[src/inc/siu_pkg.sv]
package siu_pkg;
  localparam int          DW            = 8;
  localparam int          AW            = 12;
  localparam logic [7:0]  IDX_LIMIT     = 8'h5F;
  localparam logic [7:0]  ACC_SPLIT     = 8'h60;
  localparam logic [3:0]  HI_BANK       = 4'hF;
  localparam logic [3:0]  LO_BANK       = 4'h0;
  localparam logic [7:0]  ZERO_BYTE     = 8'h00;
  localparam logic [4:0]  FLAGS_RST     = 5'h00;
  localparam int          FLAG_C        = 0;
  localparam int          FLAG_DC       = 1;
  localparam int          FLAG_Z        = 2;
  localparam int          FLAG_OV       = 3;
  localparam int          FLAG_N        = 4;

  typedef enum logic [1:0] {
    SIU_NOP,
    SIU_LITERAL_MINUS_ACC_OP,
    SIU_FILE_MINUS_ACC_OP
  } siu_op_t;

  typedef enum logic [1:0] {
    PH_DECODE,
    PH_READ,
    PH_PROCESS,
    PH_WRITE
  } siu_phase_t;

  typedef struct packed {
    siu_op_t    op;
    logic [7:0] operand;  // literal or file address
    logic       dest;
    logic       access;
  } siu_instr_t;

  typedef struct packed {
    logic [7:0] diff;
    logic [4:0] flags;
  } siu_result_t;
endpackage

[src/design/siu_top.sv]
`timescale 1ns/10ps
// ----------------------------------------
// subtract instruction unit
// ----------------------------------------
module siu_top (
  // clock and reset
  input  wire logic                  MCLK_I,
  input  wire logic                  RSTN_I,
  // instruction issue
  input  wire logic                  START_I,
  input  siu_pkg::siu_instr_t        INSTR_I,
  // mode and bank control
  input  wire logic                  EXT_MODE_I,
  input  wire logic [3:0]            BANK_PTR_I,
  input  wire logic [11:0]           INDEX_BASE_I,
  // data memory read port
  output logic [11:0]                RD_ADDR_O,
  input  wire logic [7:0]            RD_DATA_I,
  // data memory write port
  output logic [11:0]                WR_ADDR_O,
  output logic [7:0]                 WR_DATA_O,
  output logic                       WR_EN_O,
  // architectural state
  output logic [7:0]                 ACC_O,
  output logic [4:0]                 FLAGS_O,
  output logic                       BUSY_O,
  output logic                       DONE_O
);
  // ----------------------------------------
  // reset release
  // ----------------------------------------
  logic rst_meta_q;
  logic rst_n_q;

  // two-stage reset synchroniser
  always_ff @(posedge MCLK_I or negedge RSTN_I) begin
    if (!RSTN_I) begin
      rst_meta_q <= 1'b0;
      rst_n_q    <= 1'b0;
    end else begin
      rst_meta_q <= 1'b1;
      rst_n_q    <= rst_meta_q;
    end
  end

  // ----------------------------------------
  // state
  // ----------------------------------------
  siu_pkg::siu_phase_t  phase_q, phase_d;
  siu_pkg::siu_instr_t  instr_q;
  logic                 busy_q;
  logic [7:0]           acc_q, acc_d;
  logic [4:0]           flags_q, flags_d;
  logic [7:0]           opnd_q;
  siu_pkg::siu_result_t res_q;
  logic [11:0]          rd_addr_q, rd_addr_d;
  logic [11:0]          wr_addr_q;
  logic [7:0]           wr_data_q;
  logic                 wr_en_q, wr_en_d;
  logic                 done_q, done_d;
  logic                 ext_q;
  logic [3:0]           bank_q;
  logic [11:0]          base_q;

  // ----------------------------------------
  // address resolution
  // ----------------------------------------
  function automatic logic [11:0] resolve_addr(
    input logic [7:0]  f,
    input logic        a,
    input logic        ext,
    input logic [3:0]  bank,
    input logic [11:0] base
  );
    logic [11:0] r;
    r = {bank, f};
    if (!a) begin
      if (ext && (f <= siu_pkg::IDX_LIMIT)) begin
        r = base + {4'h0, f};
      end else if (f < siu_pkg::ACC_SPLIT) begin
        r = {siu_pkg::LO_BANK, f};
      end else begin
        r = {siu_pkg::HI_BANK, f};
      end
    end
    return r;
  endfunction

  wire logic [11:0] file_addr =
    resolve_addr(instr_q.operand, instr_q.access, ext_q, bank_q, base_q);
  wire logic is_file =
    (instr_q.op == siu_pkg::SIU_FILE_MINUS_ACC_OP);
  wire logic is_lit =
    (instr_q.op == siu_pkg::SIU_LITERAL_MINUS_ACC_OP);
  wire logic take = START_I && !busy_q && (INSTR_I.op != siu_pkg::SIU_NOP);

  // ----------------------------------------
  // datapath
  // ----------------------------------------
  siu_pkg::siu_result_t sub_res;

  // literal or file value minus accumulator
  siu_sub8 u_sub (
    .minuend_i    (opnd_q),
    .subtrahend_i (acc_q),
    .result_o     (sub_res)
  );

  // ----------------------------------------
  // phase sequencing
  // ----------------------------------------
  always_comb begin
    phase_d   = phase_q;
    acc_d     = acc_q;
    flags_d   = flags_q;
    rd_addr_d = rd_addr_q;
    wr_en_d   = 1'b0;
    done_d    = 1'b0;
    case (phase_q)
      siu_pkg::PH_DECODE: begin
        if (busy_q) begin
          phase_d = siu_pkg::PH_READ;
          if (is_file) begin
            rd_addr_d = file_addr;
          end
        end
      end
      siu_pkg::PH_READ: begin
        phase_d = siu_pkg::PH_PROCESS;
      end
      siu_pkg::PH_PROCESS: begin
        phase_d = siu_pkg::PH_WRITE;
      end
      siu_pkg::PH_WRITE: begin
        phase_d = siu_pkg::PH_DECODE;
        done_d  = 1'b1;
        flags_d = res_q.flags;
        if (is_lit || !instr_q.dest) begin
          acc_d = res_q.diff;
        end else begin
          wr_en_d = 1'b1;
        end
      end
      default: begin
        phase_d = siu_pkg::PH_DECODE;
      end
    endcase
  end

  // ----------------------------------------
  // control registers
  // ----------------------------------------
  always_ff @(posedge MCLK_I or negedge rst_n_q) begin
    if (!rst_n_q) begin
      phase_q   <= siu_pkg::PH_DECODE;
      busy_q    <= 1'b0;
      acc_q     <= siu_pkg::ZERO_BYTE;
      flags_q   <= siu_pkg::FLAGS_RST;
      rd_addr_q <= 12'h000;
      wr_en_q   <= 1'b0;
      done_q    <= 1'b0;
    end else begin
      phase_q   <= phase_d;
      acc_q     <= acc_d;
      flags_q   <= flags_d;
      rd_addr_q <= rd_addr_d;
      wr_en_q   <= wr_en_d;
      done_q    <= done_d;
      if (take) begin
        busy_q <= 1'b1;
      end else if (phase_q == siu_pkg::PH_WRITE) begin
        busy_q <= 1'b0;
      end
    end
  end

  // ----------------------------------------
  // operand and result registers
  // ----------------------------------------
  always_ff @(posedge MCLK_I or negedge rst_n_q) begin
    if (!rst_n_q) begin
      instr_q   <= '0;
      opnd_q    <= siu_pkg::ZERO_BYTE;
      res_q     <= '0;
      wr_addr_q <= 12'h000;
      wr_data_q <= siu_pkg::ZERO_BYTE;
      ext_q     <= 1'b0;
      bank_q    <= 4'h0;
      base_q    <= 12'h000;
    end else begin
      if (take) begin
        instr_q <= INSTR_I;
        ext_q   <= EXT_MODE_I;
        bank_q  <= BANK_PTR_I;
        base_q  <= INDEX_BASE_I;
      end
      // read phase latches literal or memory data
      if (phase_q == siu_pkg::PH_READ) begin
        opnd_q <= is_file ? RD_DATA_I : instr_q.operand;
      end
      // process phase captures the difference
      if (phase_q == siu_pkg::PH_PROCESS) begin
        res_q <= sub_res;
      end
      if (phase_q == siu_pkg::PH_WRITE) begin
        wr_addr_q <= rd_addr_q;
        wr_data_q <= res_q.diff;
      end
    end
  end

  // ----------------------------------------
  // outputs
  // ----------------------------------------
  assign RD_ADDR_O = rd_addr_q;
  assign WR_ADDR_O = wr_addr_q;
  assign WR_DATA_O = wr_data_q;
  assign WR_EN_O   = wr_en_q;
  assign ACC_O     = acc_q;
  assign FLAGS_O   = flags_q;
  assign BUSY_O    = busy_q;
  assign DONE_O    = done_q;
endmodule

[src/design/siu_sub8.sv]
`timescale 1ns/10ps
// ----------------------------------------
// subtractor: minuend minus subtrahend
// ----------------------------------------
module siu_sub8 (
  // operands
  input  wire logic [7:0]          minuend_i,
  input  wire logic [7:0]          subtrahend_i,
  // result and flags
  output siu_pkg::siu_result_t     result_o
);
  logic [8:0] full_sum;
  logic [4:0] half_sum;
  logic [7:0] diff;

  // add inverted subtrahend plus one, carry out means no borrow
  assign full_sum = {1'b0, minuend_i} + {1'b0, ~subtrahend_i} + 9'h001;
  assign half_sum = {1'b0, minuend_i[3:0]} + {1'b0, ~subtrahend_i[3:0]}
                    + 5'h01;
  assign diff     = full_sum[7:0];

  // flag packing
  assign result_o.diff                  = diff;
  assign result_o.flags[siu_pkg::FLAG_C]  = full_sum[8];
  assign result_o.flags[siu_pkg::FLAG_DC] = half_sum[4];
  assign result_o.flags[siu_pkg::FLAG_Z]  =
    (diff == siu_pkg::ZERO_BYTE);
  assign result_o.flags[siu_pkg::FLAG_OV] =
    (minuend_i[7] != subtrahend_i[7]) && (diff[7] != minuend_i[7]);
  assign result_o.flags[siu_pkg::FLAG_N]  = diff[7];
endmodule

[config.mk]
export PLATFORM = sky130hd
export DESIGN_NAME = siu_top
export DESIGN_NICKNAME = d
export VERILOG_FILES = /design/src/inc/siu_pkg.sv /design/src/design/siu_top.sv /design/src/design/siu_sub8.sv
export SDC_FILE = /design/constraint.sdc
export NUM_CORES = 1
export LEC_CHECK = 0
export BUFFER_PORTS_ARGS = -buffer_cell sky130_fd_sc_hd__buf_2
export CAP_MARGIN = 25
export CORE_MARGIN = 3
export CORE_UTILIZATION = 55
export DETAILED_ROUTE_END_ITERATION = 16
export PLACE_DENSITY = 0.83
export SKIP_CTS_REPAIR_TIMING = 1
export SLEW_MARGIN = 20
export SYNTH_ARGS = -nofsm -noshare
export SYNTH_HDL_FRONTEND = slang
export SYNTH_SLANG_ARGS = --single-unit
[constraint.sdc]
create_clock -name MCLK_I -period 4.8 [get_ports MCLK_I]
set_clock_uncertainty 0.1 [all_clocks]
set_input_delay 0.48 -clock MCLK_I [delete_from_list [all_inputs] [get_ports MCLK_I]]
set_output_delay 0.48 -clock MCLK_I [all_outputs]
set_load 0.02 [all_outputs]
* After elaboration in Yosys (flattened, before gate mapping)
Index checks and enable logic that the tools add are counted.
** Word-level totals
- Input bits :: 40
- Output and inout bits :: 48
- Word-level logic and storage cells :: 62
- Bits in registers :: 102
** Operators by class
- Equal/unequal tests :: 8
- Add/subtract/negate cells :: 5
- Order comparisons :: 2
- Mux-type cells :: 11
- Reductions and logical operators :: 13
- Bitwise logic cells :: 2
** Operators with widths (count)
- two-way mux 12 bit :: 3
- adder 12 x 8 -> 12 bit :: 1
- adder 8 x 8 -> 9 bit :: 1
- adder 9 x 1 -> 9 bit (second input constant) :: 1
- less-or-equal comparator 8 x 7 -> 1 bit (second input constant) :: 1
- logical NOT 8 bit :: 1
- less-than comparator 8 x 7 -> 1 bit (second input constant) :: 1
- two-way mux 8 bit :: 1
- NOT 8 bit :: 1
- one-hot mux 2 bit (4 select lines) :: 1
- == test 2 bit (second input constant) :: 3
- adder 4 x 4 -> 5 bit :: 1
- adder 5 x 1 -> 5 bit (second input constant) :: 1
- two-way mux 1 bit :: 5
- == test 2 x 1 -> 1 bit (second input constant) :: 2
- logical AND 1 bit :: 4
- NOT 4 bit :: 1
- nonzero test 2 bit :: 2
- AND reduction 3 bit :: 1
- logical NOT 1 bit :: 2
- logical NOT 2 bit :: 1
- two-way mux 2 bit :: 1
- inequality test 1 bit :: 2
- inequality test 2 bit (second input constant) :: 1
- 2 further kinds :: 2

* Depth between registers and ports, before layout
Gate-level depths: netlist (run 1).
- Depth in word-level cells :: 5
- Mapped depth :: 9
- Gate-level depth less buffers :: 9

* Modules after synthesis
From an unflattened synthesis (run 1), not the netlist that was laid out.
** Unflattened totals
- Cells, all modules :: 421
- Area, all modules :: 4947.2 sq um
** Modules (own cells, without submodules)
- siu_top :: cells an instance 354, area an instance 4475.5 sq um, times used 1, seq. area each 2552.4 sq um
- siu_sub8 :: cells an instance 67, area an instance 471.7 sq um, times used 1, seq. area each 0.0 sq um

* Least setup slack after synthesis (run 1)
Ideal clock, no wire load.
- Path type :: reg-to-reg
- Start :: register acc_q[0] (netlist: ACC_O[0])
- End :: register res_q[2] in the netlist's numbering
- Data arrival time :: 2.325 ns
- Slack :: 2.280 ns
- Stages on the path, launching flop included :: 9
- Data required time :: 4.605 ns
- Library setup time :: 0.095 ns
- Clock period less this slack :: 2.520 ns
- Path buffers :: 0
- Cell sequence :: dfrtp_1 ha_1 fa_1 nor2b_4 o31ai_1 a21oi_1 xnor2_1 or4b_1 o32ai_2
** Between the ends
- Cells in the longest elaborated chain, start to end :: 4
** Ends and longest elaborated chain
- start, declared :: RTL line siu_top.sv:52 : logic [7:0] acc_q, acc_d;
- start signal, assigned :: RTL line siu_top.sv:157 : acc_q <= siu_pkg::ZERO_BYTE;
- NOT 8 bit :: RTL line siu_sub8.sv:17 : assign full_sum = {1'b0, minuend_i} + {1'b0, ~subtrahend_i} + 9'h001;
- adder 8 x 8 -> 9 bit :: RTL line siu_sub8.sv:17
- adder 9 x 1 -> 9 bit :: RTL line siu_sub8.sv:17
- logical NOT 8 bit :: RTL line siu_sub8.sv:27 : (diff == siu_pkg::ZERO_BYTE);
- end signal, assigned :: RTL line siu_top.sv:203 : res_q <= sub_res;
- end, declared :: RTL line siu_top.sv:55 : siu_pkg::siu_result_t res_q;
Every way passes these cells.
A chain may end at the register's enable or synchronous reset.

* Final worst setup path (run 1)
Same ends and word-level chain as after synthesis.

==> results.py, run 1 <==
metrics = {
    "run_status": {
        "outcome": "complete, no violations",
    },
    "critical_path": {
        "start_kind": "flop",
        "arrival_ps": 2740,
        "max_stage_delay_ps": 470,
        "critPathCaptureType": "flop",
        "worstSetupPathType": "flop to flop",
        "cp_slowest_cell": "or4b_1",
        "critPathMaxFanout": 3,
        "critPathTopFamily": "adder cells",
        "worstReg2RegStart": "ACC_O[0]",
        "critPathBufInv": 0,
        "required_ps": 4970,
        "crit_chain": "ha_1 > fa_1 > nor2b_4 > o31ai_1 > a21oi_1 > xnor2_1 > or4b_1 > o32ai_2",
        "startpoint": "ACC_O[0]",
    },
    "timing": {
        "setup_viol": 0,
        "worstMarginPinSlew_ps": 751,
        "setup_ws_ps": 2230,
        "fmax_mhz": 389,
        "drv_slew": 0,
        "rsz0062_at_grt": "false",
        "min_period_over_period_pct": 53.6,
        "report.final.hold_viol_count": 0,
        "fin_setup_tns_ps": 0,
        "finalCriticalPeriod_ps": 2570,
        "hold_ws_ps": 247,
        "relSlewSlack_pct": 49.9,
    },
    "logic_synthesis": {
        "synth_edf_count": 0,
        "ys_ff_latch": 100,
        "ys_async_sr_fraction_pct": 100,
        "ys_types": 46,
        "ys_seq_area_share_pct": 52.4,
        "syn_inst": 410,
        "synth_area_mm2": 0.00478,
        "avgSynthCellArea_um2": 11.6,
        "yosys_warnings": 0,
        "syn-num-nets": 473,
        "synth_flop_cell": "dfrtp_1",
    },
    "clock_network": {
        "cts.htree.levels": 3,
        "cts_buffer_depth": 2,
        "clk_latency_ps": 360,
        "cts_buffers": 9,
        "path_clk_slew_ps": 90,
        "cts_sinks": 100,
        "cts_tree": "yes",
        "cts-root-buf": "clkbuf_8",
    },
    "power_and_ir_drop": {
        "intPower_w": 0.00275,
        "clkPwrFrac_pct": 15.9,
        "sw_frac_of_total_pct": 40.7,
        "comb_power_share_pct": 49.9,
        "seqPwrFrac_pct": 34.2,
        "p_per_area_mw_per_mm2": 828,
        "peakVddDrop_mv": 0.376,
        "p_switching_w": 0.00189,
        "leakage_nw": 2.65,
    },
    "route": {
        "drc": 0,
        "drt_iter0_markers": 159,
        "vias": 3376,
        "wl_per_cell_um": 16.1,
        "wl_mm": 9.74,
        "ant_nets": 0,
        "routed_via_density": 5.59,
        "drtPass1Iterations": 4,
    },
    "global_routing": {
        "grt_max_degree": 61,
        "antenna_found_initial": 0,
        "grt-ovfl-total": 0,
        "grt_pass1_vias": 3293,
        "grt_pass1_wl_mm": 16.5,
        "grt_util_all_layers_pct": 21.2,
    },
    "die": {
        "fp.dieArea_mm2": 0.00984,
        "die_x_um": 99.2,
        "rows": 33,
        "die_h_um": 99.2,
        "ios": 88,
        "initial_core_util_pct": 57.3,
        "core_mm2": 0.00834,
    },
    "hold_path": {
        "hold_class": "primary input to flop",
        "hold_path_startpoint": "INDEX_BASE_I[10]",
    },
    "placement": {
        "gp_congestion": 0.903,
        "pre_cts_ws_ps": 2150,
        "hpwlAfterDp_mm": 7.16,
        "portBuffers": 87,
    },
    "final_layout": {
        "syn_to_final_growth_pct": 17.2,
        "final_common_cell": "dfrtp_1",
        "final_nets": 558,
        "drive_gt1_share_pct": 34.5,
        "final_cell_mix": "99 x dfrtp_1, 87 x buf_2, 61 x mux2_2, 30 x a21oi_1, 25 x nor2_1",
        "antenna_cells": 0,
    },
    "flow_run": {
        "drv_cap": 0,
    },
}
-- cells in the mapped netlist (all sizes together) (4+ instances only) --
cell type	count	area share, %
dfrtp	100	52
mux2	61	14
a21oi	30	3.1
nor2	26	2.1
o21ai	24	2.5
inv	23	1.8
ha	21	5.5
nand2	21	1.7
mux2i	13	2.7
clkbuf	12	0.94
xnor2	9	1.7
nor2b	7	1.1
buf	6	0.58
nand2b	5	0.65
nor3	5	0.52
o21a	5	0.79
a21o	4	0.63
nand3	4	0.42
-- worst paths after layout --
kind | to | slack (ps) | cells after the start
max in group asynchronous | res_q[0] | 3320 | 1
setup reg to reg | res_q[2] | 2230 | 8
min in group asynchronous | ACC_O[1] | 310 | 0
hold / removal | base_q[10] | 250 | 2
hold reg to reg | rst_n_q | 260 | 0
setup / recovery | res_q[2] | 2230 | 8
-- sequential cells by signal, summed over array words and instances, names as in the netlist --
name,flops
res_q,12
base_q,12
opnd_q,8
WR_EN_O,1
RD_ADDR_O,12
ACC_O,8
phase_q,2
BUSY_O,1
bank_q,4
instr_q,12
rst_n_q,1
ext_q,1
WR_DATA_O,7
FLAGS_O,5
DONE_O,1
rst_meta_q,1
WR_ADDR_O,12
-- worst register-to-register path, cell delays in order, from the launching register on --
cell     delay, ps
dfrtp_1        410
ha_1           230
fa_1           450
nor2b_4        140
o31ai_1         70
a21oi_1        200
xnor2_1        170
or4b_1         470
o32ai_2        240
-- stage by stage --
| stage | cell area [µm²] | instances | utilization [%] | power (W) |
|---|---|---|---|---|
| floorplan | 4780 | 410 | - | 0.00329 |
| global placement | 5300 | 587 | 63.5 | 0.00378 |
| detailed placement | 5300 | 587 | 63.5 | 0.00389 |
| CTS | 5580 | 602 | 66.9 | 0.00465 |
| global route | 5600 | 604 | 67.1 | 0.00499 |
| finish | 5600 | 604 | 67.1 | 0.00463 |
-- power groups by stage --
stage	Sequential [W]	Clock, W	Combinational [W]
2_1_floorplan	0.00173	0	0.00156
6_report	0.00158	0.000736	0.00231
5_1_grt	0.00165	0.000788	0.00256
3_3_place_gp	0.00158	0	0.00220
3_5_place_dp	0.00160	0	0.00229
4_1_cts	0.00159	0.000746	0.00231
-- metal layers --
| layer | wire length (µm) | global-route usage [%] | share of wire, % | vias to the layer above |
|---|---|---|---|---|
| met3 | 541 | 3.65 | 5.6 | 13 |
| met2 | 4640 | 33.1 | 48 | 114 |
| li1 | - | - | - | 1603 |
| met5 | 0 | 0 | 0 | - |
| met1 | 4420 | 30.0 | 45 | 1646 |
| met4 | 140 | 7.46 | 1.4 | 0 |
-- layout make-up --
| cell class | instances | area [µm²] |
|---|---|---|
| flip-flops and latches | 100 | 2510 |
| clock buffers | 9 | 124 |
| fillers | 636 | 2740 |
| multi-input cells | 269 | 2110 |
| repair buffers | 92 | 475 |
| inverters | 23 | 86.3 |
| clock inverters | 6 | 159 |
| well taps | 105 | 131 |
-- kinds of logic after synthesis --
logic type	after synthesis	synth area share [%]
DFF	100	52.4
buffers and inverters	41	3.33
muxes	74	17.1
other	1	0.0785
and+or+nand+nor	81	8.46
AOI/OAI and AO/OA	78	10.1
adders and majority gates	23	6.34
xor gates and xnor gates	12	2.20
No activity file was read; power rests on OpenSTA's default activity.
==> run 2, diff against run 1 <==
--- a/config.mk
+++ b/config.mk
@@ -5,6 +5,7 @@
 export SDC_FILE = /design/constraint.sdc
 export NUM_CORES = 1
 export LEC_CHECK = 0
+export ABC_AREA = 1
 export BUFFER_PORTS_ARGS = -buffer_cell sky130_fd_sc_hd__buf_2
 export CAP_MARGIN = 25
 export CORE_MARGIN = 3
==> constraint.sdc (replaced) <==
create_clock -name MCLK_I -period 2.4 [get_ports MCLK_I]
set_clock_uncertainty 0.1 [all_clocks]
set_input_delay 0.24 -clock MCLK_I [delete_from_list [all_inputs] [get_ports MCLK_I]]
set_output_delay 0.24 -clock MCLK_I [all_outputs]
set_load 0.02 [all_outputs]
==> run 2 against run 1 <==
  * The flow now finishes with violations (hold timing)
  * Via count increased by 19%
  * Non-clock buffer count increased by 6
  * Synthesized cell count increased by 36%
  * Global-route usage increased by 2.8 points
  * Highest routed layer unchanged
  * Sequential share of layout area decreased by 0.71 points
  * Clock-buffer cell count unchanged
  * Setup slack got worse by 1800 ps
==> results.py, run 2 <==
metrics = {
    "run_status": {
        "outcome": "complete, but fails checks",
        "failed_checks": "hold timing",
    },
    "critical_path": {
        "rr_worst_depth": 11,
        "critPathMaxFanout": 4,
        "required_ps": 2590,
        "crit_path_end": "RD_ADDR_O[6]",
        "max_stage_delay_ps": 420,
        "startpoint": "instr_q[2]",
        "critPathCaptureType": "flop",
        "cpMostUsedCell": "nand3_1",
        "worstReg2RegStart": "instr_q[2]",
        "cp_slowest_cell": "dfrtp_1",
        "worstSetupPathType": "flop to flop",
        "start_kind": "flop",
        "arrival_ps": 2180,
        "crit_chain": "ha_1 > inv_1 > fa_1 > inv_1 > nand3_1 > nand3_1 > nand2_1 > nand2_1 > or2_1 > nand3_1 > a21oi_1",
        "r2r_end": "RD_ADDR_O[6]",
        "rrSetupSlack_ps": 420,
    },
    "die": {
        "die_h_um": 100,
        "initial_core_util_pct": 57.9,
        "core_mm2": 0.00842,
        "rows": 33,
        "die_x_um": 100,
        "ios": 88,
        "fp.dieArea_mm2": 0.0100,
    },
    "route": {
        "ant_nets": 0,
        "wl_per_cell_um": 14.6,
        "wl_mm": 11.1,
        "vias": 4014,
        "drt_iter0_markers": 168,
        "routed_via_density": 5.27,
        "drc": 0,
        "drtPass1Iterations": 4,
    },
    "logic_synthesis": {
        "syn_inst": 557,
        "ys_async_sr_fraction_pct": 100,
        "ys_types": 38,
        "syn-num-nets": 620,
        "ys_seq_area_share_pct": 51.3,
        "ys_ff_latch": 100,
        "yosysTopAreaCellShare_pct": 51.3,
        "synth_flop_cell": "dfrtp_1",
        "avgSynthCellArea_um2": 8.76,
        "synth_area_mm2": 0.00488,
        "synth.largest_area_cell": "dfrtp_1",
        "synthTopCellsByArea": "dfrtp_1 51%, nand2_1 12%, ha_1 5.4%",
        "synth_edf_count": 0,
        "ys_top_cells_by_count": "159 x nand2_1, 100 x dfrtp_1, 54 x inv_1",
        "synth_most_common_cell": "nand2_1",
        "yosys_warnings": 0,
    },
    "final_layout": {
        "multiInputGateArea_mm2": 0.00207,
        "final_common_cell": "nand2_1",
        "final_util_pct": 67.5,
        "drive_gt1_share_pct": 22.6,
        "stdcell_area_mm2": 0.00569,
        "syn_to_final_growth_pct": 16.5,
        "final_cell_mix": "159 x nand2_1, 99 x dfrtp_1, 87 x buf_2, 54 x inv_1, 43 x nor2_1",
        "ff_latch_area_mm2": 0.00251,
        "nFillCells": 726,
        "final_nets": 714,
        "antenna_cells": 0,
    },
    "power_and_ir_drop": {
        "sw_frac_of_total_pct": 47.2,
        "comb_power_share_pct": 52.6,
        "seqPwrFrac_pct": 34.9,
        "intPower_w": 0.00469,
        "p_switching_w": 0.00418,
        "clkPwrFrac_pct": 12.5,
        "leakage_nw": 3.03,
        "peakVddDrop_mv": 0.694,
        "p_per_area_mw_per_mm2": 1560,
    },
    "clock_network": {
        "cts_buffers": 9,
        "cts_tree": "yes",
        "clk_latency_ps": 370,
        "cts.htree.levels": 3,
        "path_clk_slew_ps": 100,
        "cts_sinks": 100,
        "cts_buffer_depth": 2,
        "cts-root-buf": "clkbuf_8",
    },
    "timing": {
        "rsz0062_at_grt": "false",
        "drv_slew": 0,
        "setup_viol": 0,
        "relSlewSlack_pct": 63.2,
        "min_period_over_period_pct": 82.7,
        "hold_ws_ps": -9.47,
        "report.final.hold_viol_count": 1,
        "fmax_mhz": 504,
        "setup_ws_ps": 416,
        "worstMarginPinSlew_ps": 552,
        "finalCriticalPeriod_ps": 1980,
        "fin_setup_tns_ps": 0,
    },
    "global_routing": {
        "antenna_found_initial": 0,
        "grt_pass1_wl_mm": 19.3,
        "grt-ovfl-total": 0,
        "grt_max_degree": 99,
        "grt_pass1_vias": 4050,
        "grt_util_all_layers_pct": 24.0,
    },
    "hold_path": {
        "hold_class": "primary input to flop",
    },
    "placement": {
        "hpwlAfterDp_mm": 8.50,
        "placed_area_mm2": 0.00543,
        "portBuffers": 87,
        "gp_congestion": 0.882,
        "pre_cts_ws_ps": 439,
    },
    "flow_run": {
        "drv_cap": 0,
    },
}
[run 2: changes by cell type after synthesis, sizes merged, moves of 13 or more]
cell   before  now
nand3       4   27
nor2       26   46
mux2       61   21
inv        23   59
nand2      21  163
mux2i      13    0
[run 2: worst min path at each step]
stage / start / to / slack (ps) / cells past startpoint
finish: BANK_PTR_I[0] / bank_q[0] / -9 / 2
floorplan: RSTN_I / rst_meta_q / -160 / 0
detailed placement: RSTN_I / rst_n_q / -70 / 1
global placement: RSTN_I / rst_meta_q / -80 / 1
global route: INDEX_BASE_I[2] / base_q[2] / 0.5 / 2
CTS: RSTN_I / rst_n_q / -470 / 1
[run 2: routing by layer]
metal	routed length [µm]	global-route usage, %	up-vias	part of all wire (%)
met1	5020	32.4	1893	45
met4	310	9.22	0	2.8
met2	5300	39.1	109	48
li1	-	-	1988	-
met5	0	0	-	0
met3	510	3.68	24	4.6
[run 2: cell type report]
cell class                      instances  share of cell area (%)
Clock buffer                            9                    2.18
Sequential cell                       100                    44.1
Timing Repair Buffer                   98                    9.55
Multi-Input combinational cell        382                    36.4
Tap cell                              105                    2.31
Inverter                               60                    4.03
Clock inverter                          7                    1.47
[run 2: cells by family (layout without fill, tap and decap cells)]
group	count (synthesis)	count (layout)	synth area share (%)
AO/OA/AOI/OAI	85	85	9.36
buffers and inverters	75	174	6.31
other	1	1	0.0768
flip-flops	100	100	51.3
XOR/XNOR	4	4	0.718
adder cells (fa/ha/maj)	23	23	6.21
multiplexers	21	21	4.85
AND/OR/NAND/NOR	248	248	21.2
[run 2: per-stage QoR]
step / cells / total power, W
finish: 761 / 0.00887
global route: 761 / 0.00975
CTS: 756 / 0.00890
detailed placement: 740 / 0.00777
global placement: 740 / 0.00764
floorplan: 557 / 0.00646
[run 2: power by group through the flow]
| stage | Combinational (W) | Clock [W] | Sequential [W] |
|---|---|---|---|
| 2_1_floorplan | 0.00305 | 0 | 0.00341 |
| 3_3_place_gp | 0.00456 | 0 | 0.00308 |
| 3_5_place_dp | 0.00465 | 0 | 0.00312 |
| 4_1_cts | 0.00467 | 0.00113 | 0.00309 |
| 5_1_grt | 0.00535 | 0.00120 | 0.00320 |
| 6_report | 0.00466 | 0.00111 | 0.00309 |
[run 2: critical path: cells and delay by family (launching register included)]
family          cells  cell delay (ps)
fa+ha+maj           2              600
simple gates        6              510
flops               1              420
buf+inv             2              160
compound gates      1              120
==> run 3, diff against run 2 <==
--- a/config.mk
+++ b/config.mk
@@ -9,9 +9,9 @@
 export BUFFER_PORTS_ARGS = -buffer_cell sky130_fd_sc_hd__buf_2
 export CAP_MARGIN = 25
 export CORE_MARGIN = 3
-export CORE_UTILIZATION = 55
+export CORE_UTILIZATION = 50
 export DETAILED_ROUTE_END_ITERATION = 16
-export PLACE_DENSITY = 0.83
+export PLACE_DENSITY = 0.8
 export SKIP_CTS_REPAIR_TIMING = 1
 export SLEW_MARGIN = 20
 export SYNTH_ARGS = -nofsm -noshare
==> constraint.sdc (replaced) <==
create_clock -name MCLK_I -period 1.7 [get_ports MCLK_I]
set_clock_uncertainty 0.1 [all_clocks]
set_input_delay 0.17 -clock MCLK_I [delete_from_list [all_inputs] [get_ports MCLK_I]]
set_output_delay 0.17 -clock MCLK_I [all_outputs]
set_load 0.02 [all_outputs]
==> run 3 against run 2 <==
  * The flow finishes with violations (setup timing)
  * Power is 67% higher
  * Cell area is 15% higher
  * Final cell count up 11%
  * Non-clock buffer count is 57 higher
  * First-iteration DRC count is 120% higher
  * Clock-buffer cell count grew 1
  * Wire length grew 18%
  * Sequential cell count unchanged
  * Combinational power up 86%
  * Core utilization is 2.5 points higher
  * Sequential share of layout area down 5.8 points
  * Worst hold slack better by 17 ps
  * Critical path type unchanged
  * Largest power group unchanged
==> results.py, run 3 (synthesized netlist as in run 2, its figures left out) <==
metrics = {
    "run_status": {
        "outcome": "complete, but fails checks",
        "failed_checks": "setup timing",
    },
    "power_and_ir_drop": {
        "peakVddDrop_mv": 1.03,
        "leakage_nw": 3.32,
        "p_per_area_mw_per_mm2": 2250,
    },
    "route": {
        "wl_per_cell_um": 15.6,
        "drc": 0,
        "drtPass1Iterations": 5,
        "drt_iter0_markers": 366,
        "routed_via_density": 5.33,
        "vias": 4489,
        "ant_nets": 0,
        "wl_mm": 13.1,
    },
    "critical_path": {
        "rr_worst_depth": 11,
        "worstSetupPathType": "flop to flop",
        "r2r_end": "RD_ADDR_O[8]",
        "start_kind": "flop",
        "critPathCaptureType": "flop",
        "required_ps": 1850,
        "arrival_ps": 2080,
        "critPathMaxFanout": 3,
        "rrSetupSlack_ps": -230,
        "startpoint": "instr_q[2]",
        "worstReg2RegStart": "instr_q[2]",
    },
    "clock_network": {
        "cts-root-buf": "clkbuf_8",
        "path_clk_slew_ps": 90,
        "cts_buffers": 9,
        "cts.htree.levels": 3,
        "cts_sinks": 100,
        "clk_latency_ps": 370,
        "cts_tree": "yes",
        "cts_buffer_depth": 2,
    },
    "timing": {
        "fmax_mhz": 519,
        "fin_setup_tns_ps": -834,
        "rsz0062_at_grt": "true",
        "setup_viol": 9,
        "drv_slew": 0,
        "report.final.hold_viol_count": 0,
        "setup_ws_ps": -228,
        "min_period_over_period_pct": 113,
        "finalCriticalPeriod_ps": 1930,
    },
    "global_routing": {
        "grt_pass1_vias": 4077,
        "grt_max_degree": 33,
        "antenna_found_initial": 0,
        "grt_pass1_wl_mm": 19.3,
        "grt_util_all_layers_pct": 21.8,
        "grt-ovfl-total": 0,
    },
    "final_layout": {
        "drive_gt1_share_pct": 32.3,
        "final_nets": 771,
        "final_common_cell": "nand2_1",
        "final_cell_mix": "147 x nand2_1, 96 x dfrtp_1, 87 x buf_2, 48 x inv_1, 41 x nor2_1",
        "nFillCells": 671,
        "syn_to_final_growth_pct": 34.5,
        "antenna_cells": 0,
        "stdcell_area_mm2": 0.00656,
        "final_cells": 842,
    },
    "placement": {
        "portBuffers": 87,
        "gp_congestion": 0.902,
        "placed_area_mm2": 0.00569,
        "hpwlAfterDp_mm": 9.01,
        "dp.cells": 786,
    },
    "die": {
        "initial_core_util_pct": 52.1,
        "die_x_um": 105,
        "fp.dieArea_mm2": 0.0110,
        "die_h_um": 105,
        "rows": 35,
        "core_mm2": 0.00937,
        "ios": 88,
    },
    "hold_path": {
        "hold_class": "primary input to asynchronous set/reset pin",
    },
    "flow_run": {
        "drv_cap": 0,
    },
}
==> run 3: area by class of cell <==
type | count | area (µm²) | share of cell area [%]
Timing Repair Buffer | 155 | 1080 | 16.5
Multi-Input combinational cell | 382 | 2360 | 35.9
Clock inverter | 6 | 88.8 | 1.35
Sequential cell | 100 | 2510 | 38.3
Inverter | 60 | 233 | 3.55
Tap cell | 129 | 161 | 2.46
Clock buffer | 10 | 128 | 1.95
==> run 3: worst max-delay path by stage <==
stage	endpoint	slack, ps
floorplan	res_q[2]	-20
CTS	RD_ADDR_O[6]	-130
detailed placement	RD_ADDR_O[6]	-80
global route	RD_ADDR_O[6]	-340
global placement	res_q[2]	-8
finish	RD_ADDR_O[8]	-230
==> run 3: stage by stage <==
| stage | setup WS (ps) | hold slack [ps] | power [W] | util [%] |
|---|---|---|---|---|
| CTS | -134 | -538 | 0.0133 | 63.0 |
| floorplan | -20.6 | -226 | 0.00918 | - |
| finish | -228 | 7.75 | 0.0148 | 70.0 |
| detailed placement | -79.4 | -142 | 0.0116 | 60.7 |
| global placement | -7.58 | -145 | 0.0113 | 60.7 |
| global route | -337 | 5.26 | 0.0159 | 70.0 |
==> run 3: critical path, stage by stage, from the launching register on <==
cell     delay, ps
dfrtp_1        370
ha_2           190
inv_2           40
fa_2           360
inv_2           70
nand3_2         70
nand3_2        110
nand4_1        160
nand2_1        110
nand2_1         90
nand3_2         90
a21oi_2         50
==> run 3: routing by layer <==
| metal | part of all wire [%] | routed length, µm | up-vias | track usage (%) |
|---|---|---|---|---|
| li1 | - | - | 2104 | - |
| met1 | 40 | 5240 | 2143 | 27.5 |
| met2 | 50 | 6600 | 192 | 37.4 |
| met3 | 5.7 | 743 | 50 | 2.96 |
| met4 | 4.0 | 530 | 0 | 9.84 |
| met5 | 0 | 0 | - | 0 |
==> run 3: power by group <==
group / total (W) / internal (W) / switching, W / leakage, nW
Sequential: 0.00444 / 0.00351 / 0.000936 / 1.20
Combinational: 0.00867 / 0.00354 / 0.00513 / 2.01
Clock: 0.00166 / 0.000833 / 0.000832 / 0.103
Total: 0.0148 / 0.00788 / 0.00690 / 3.32
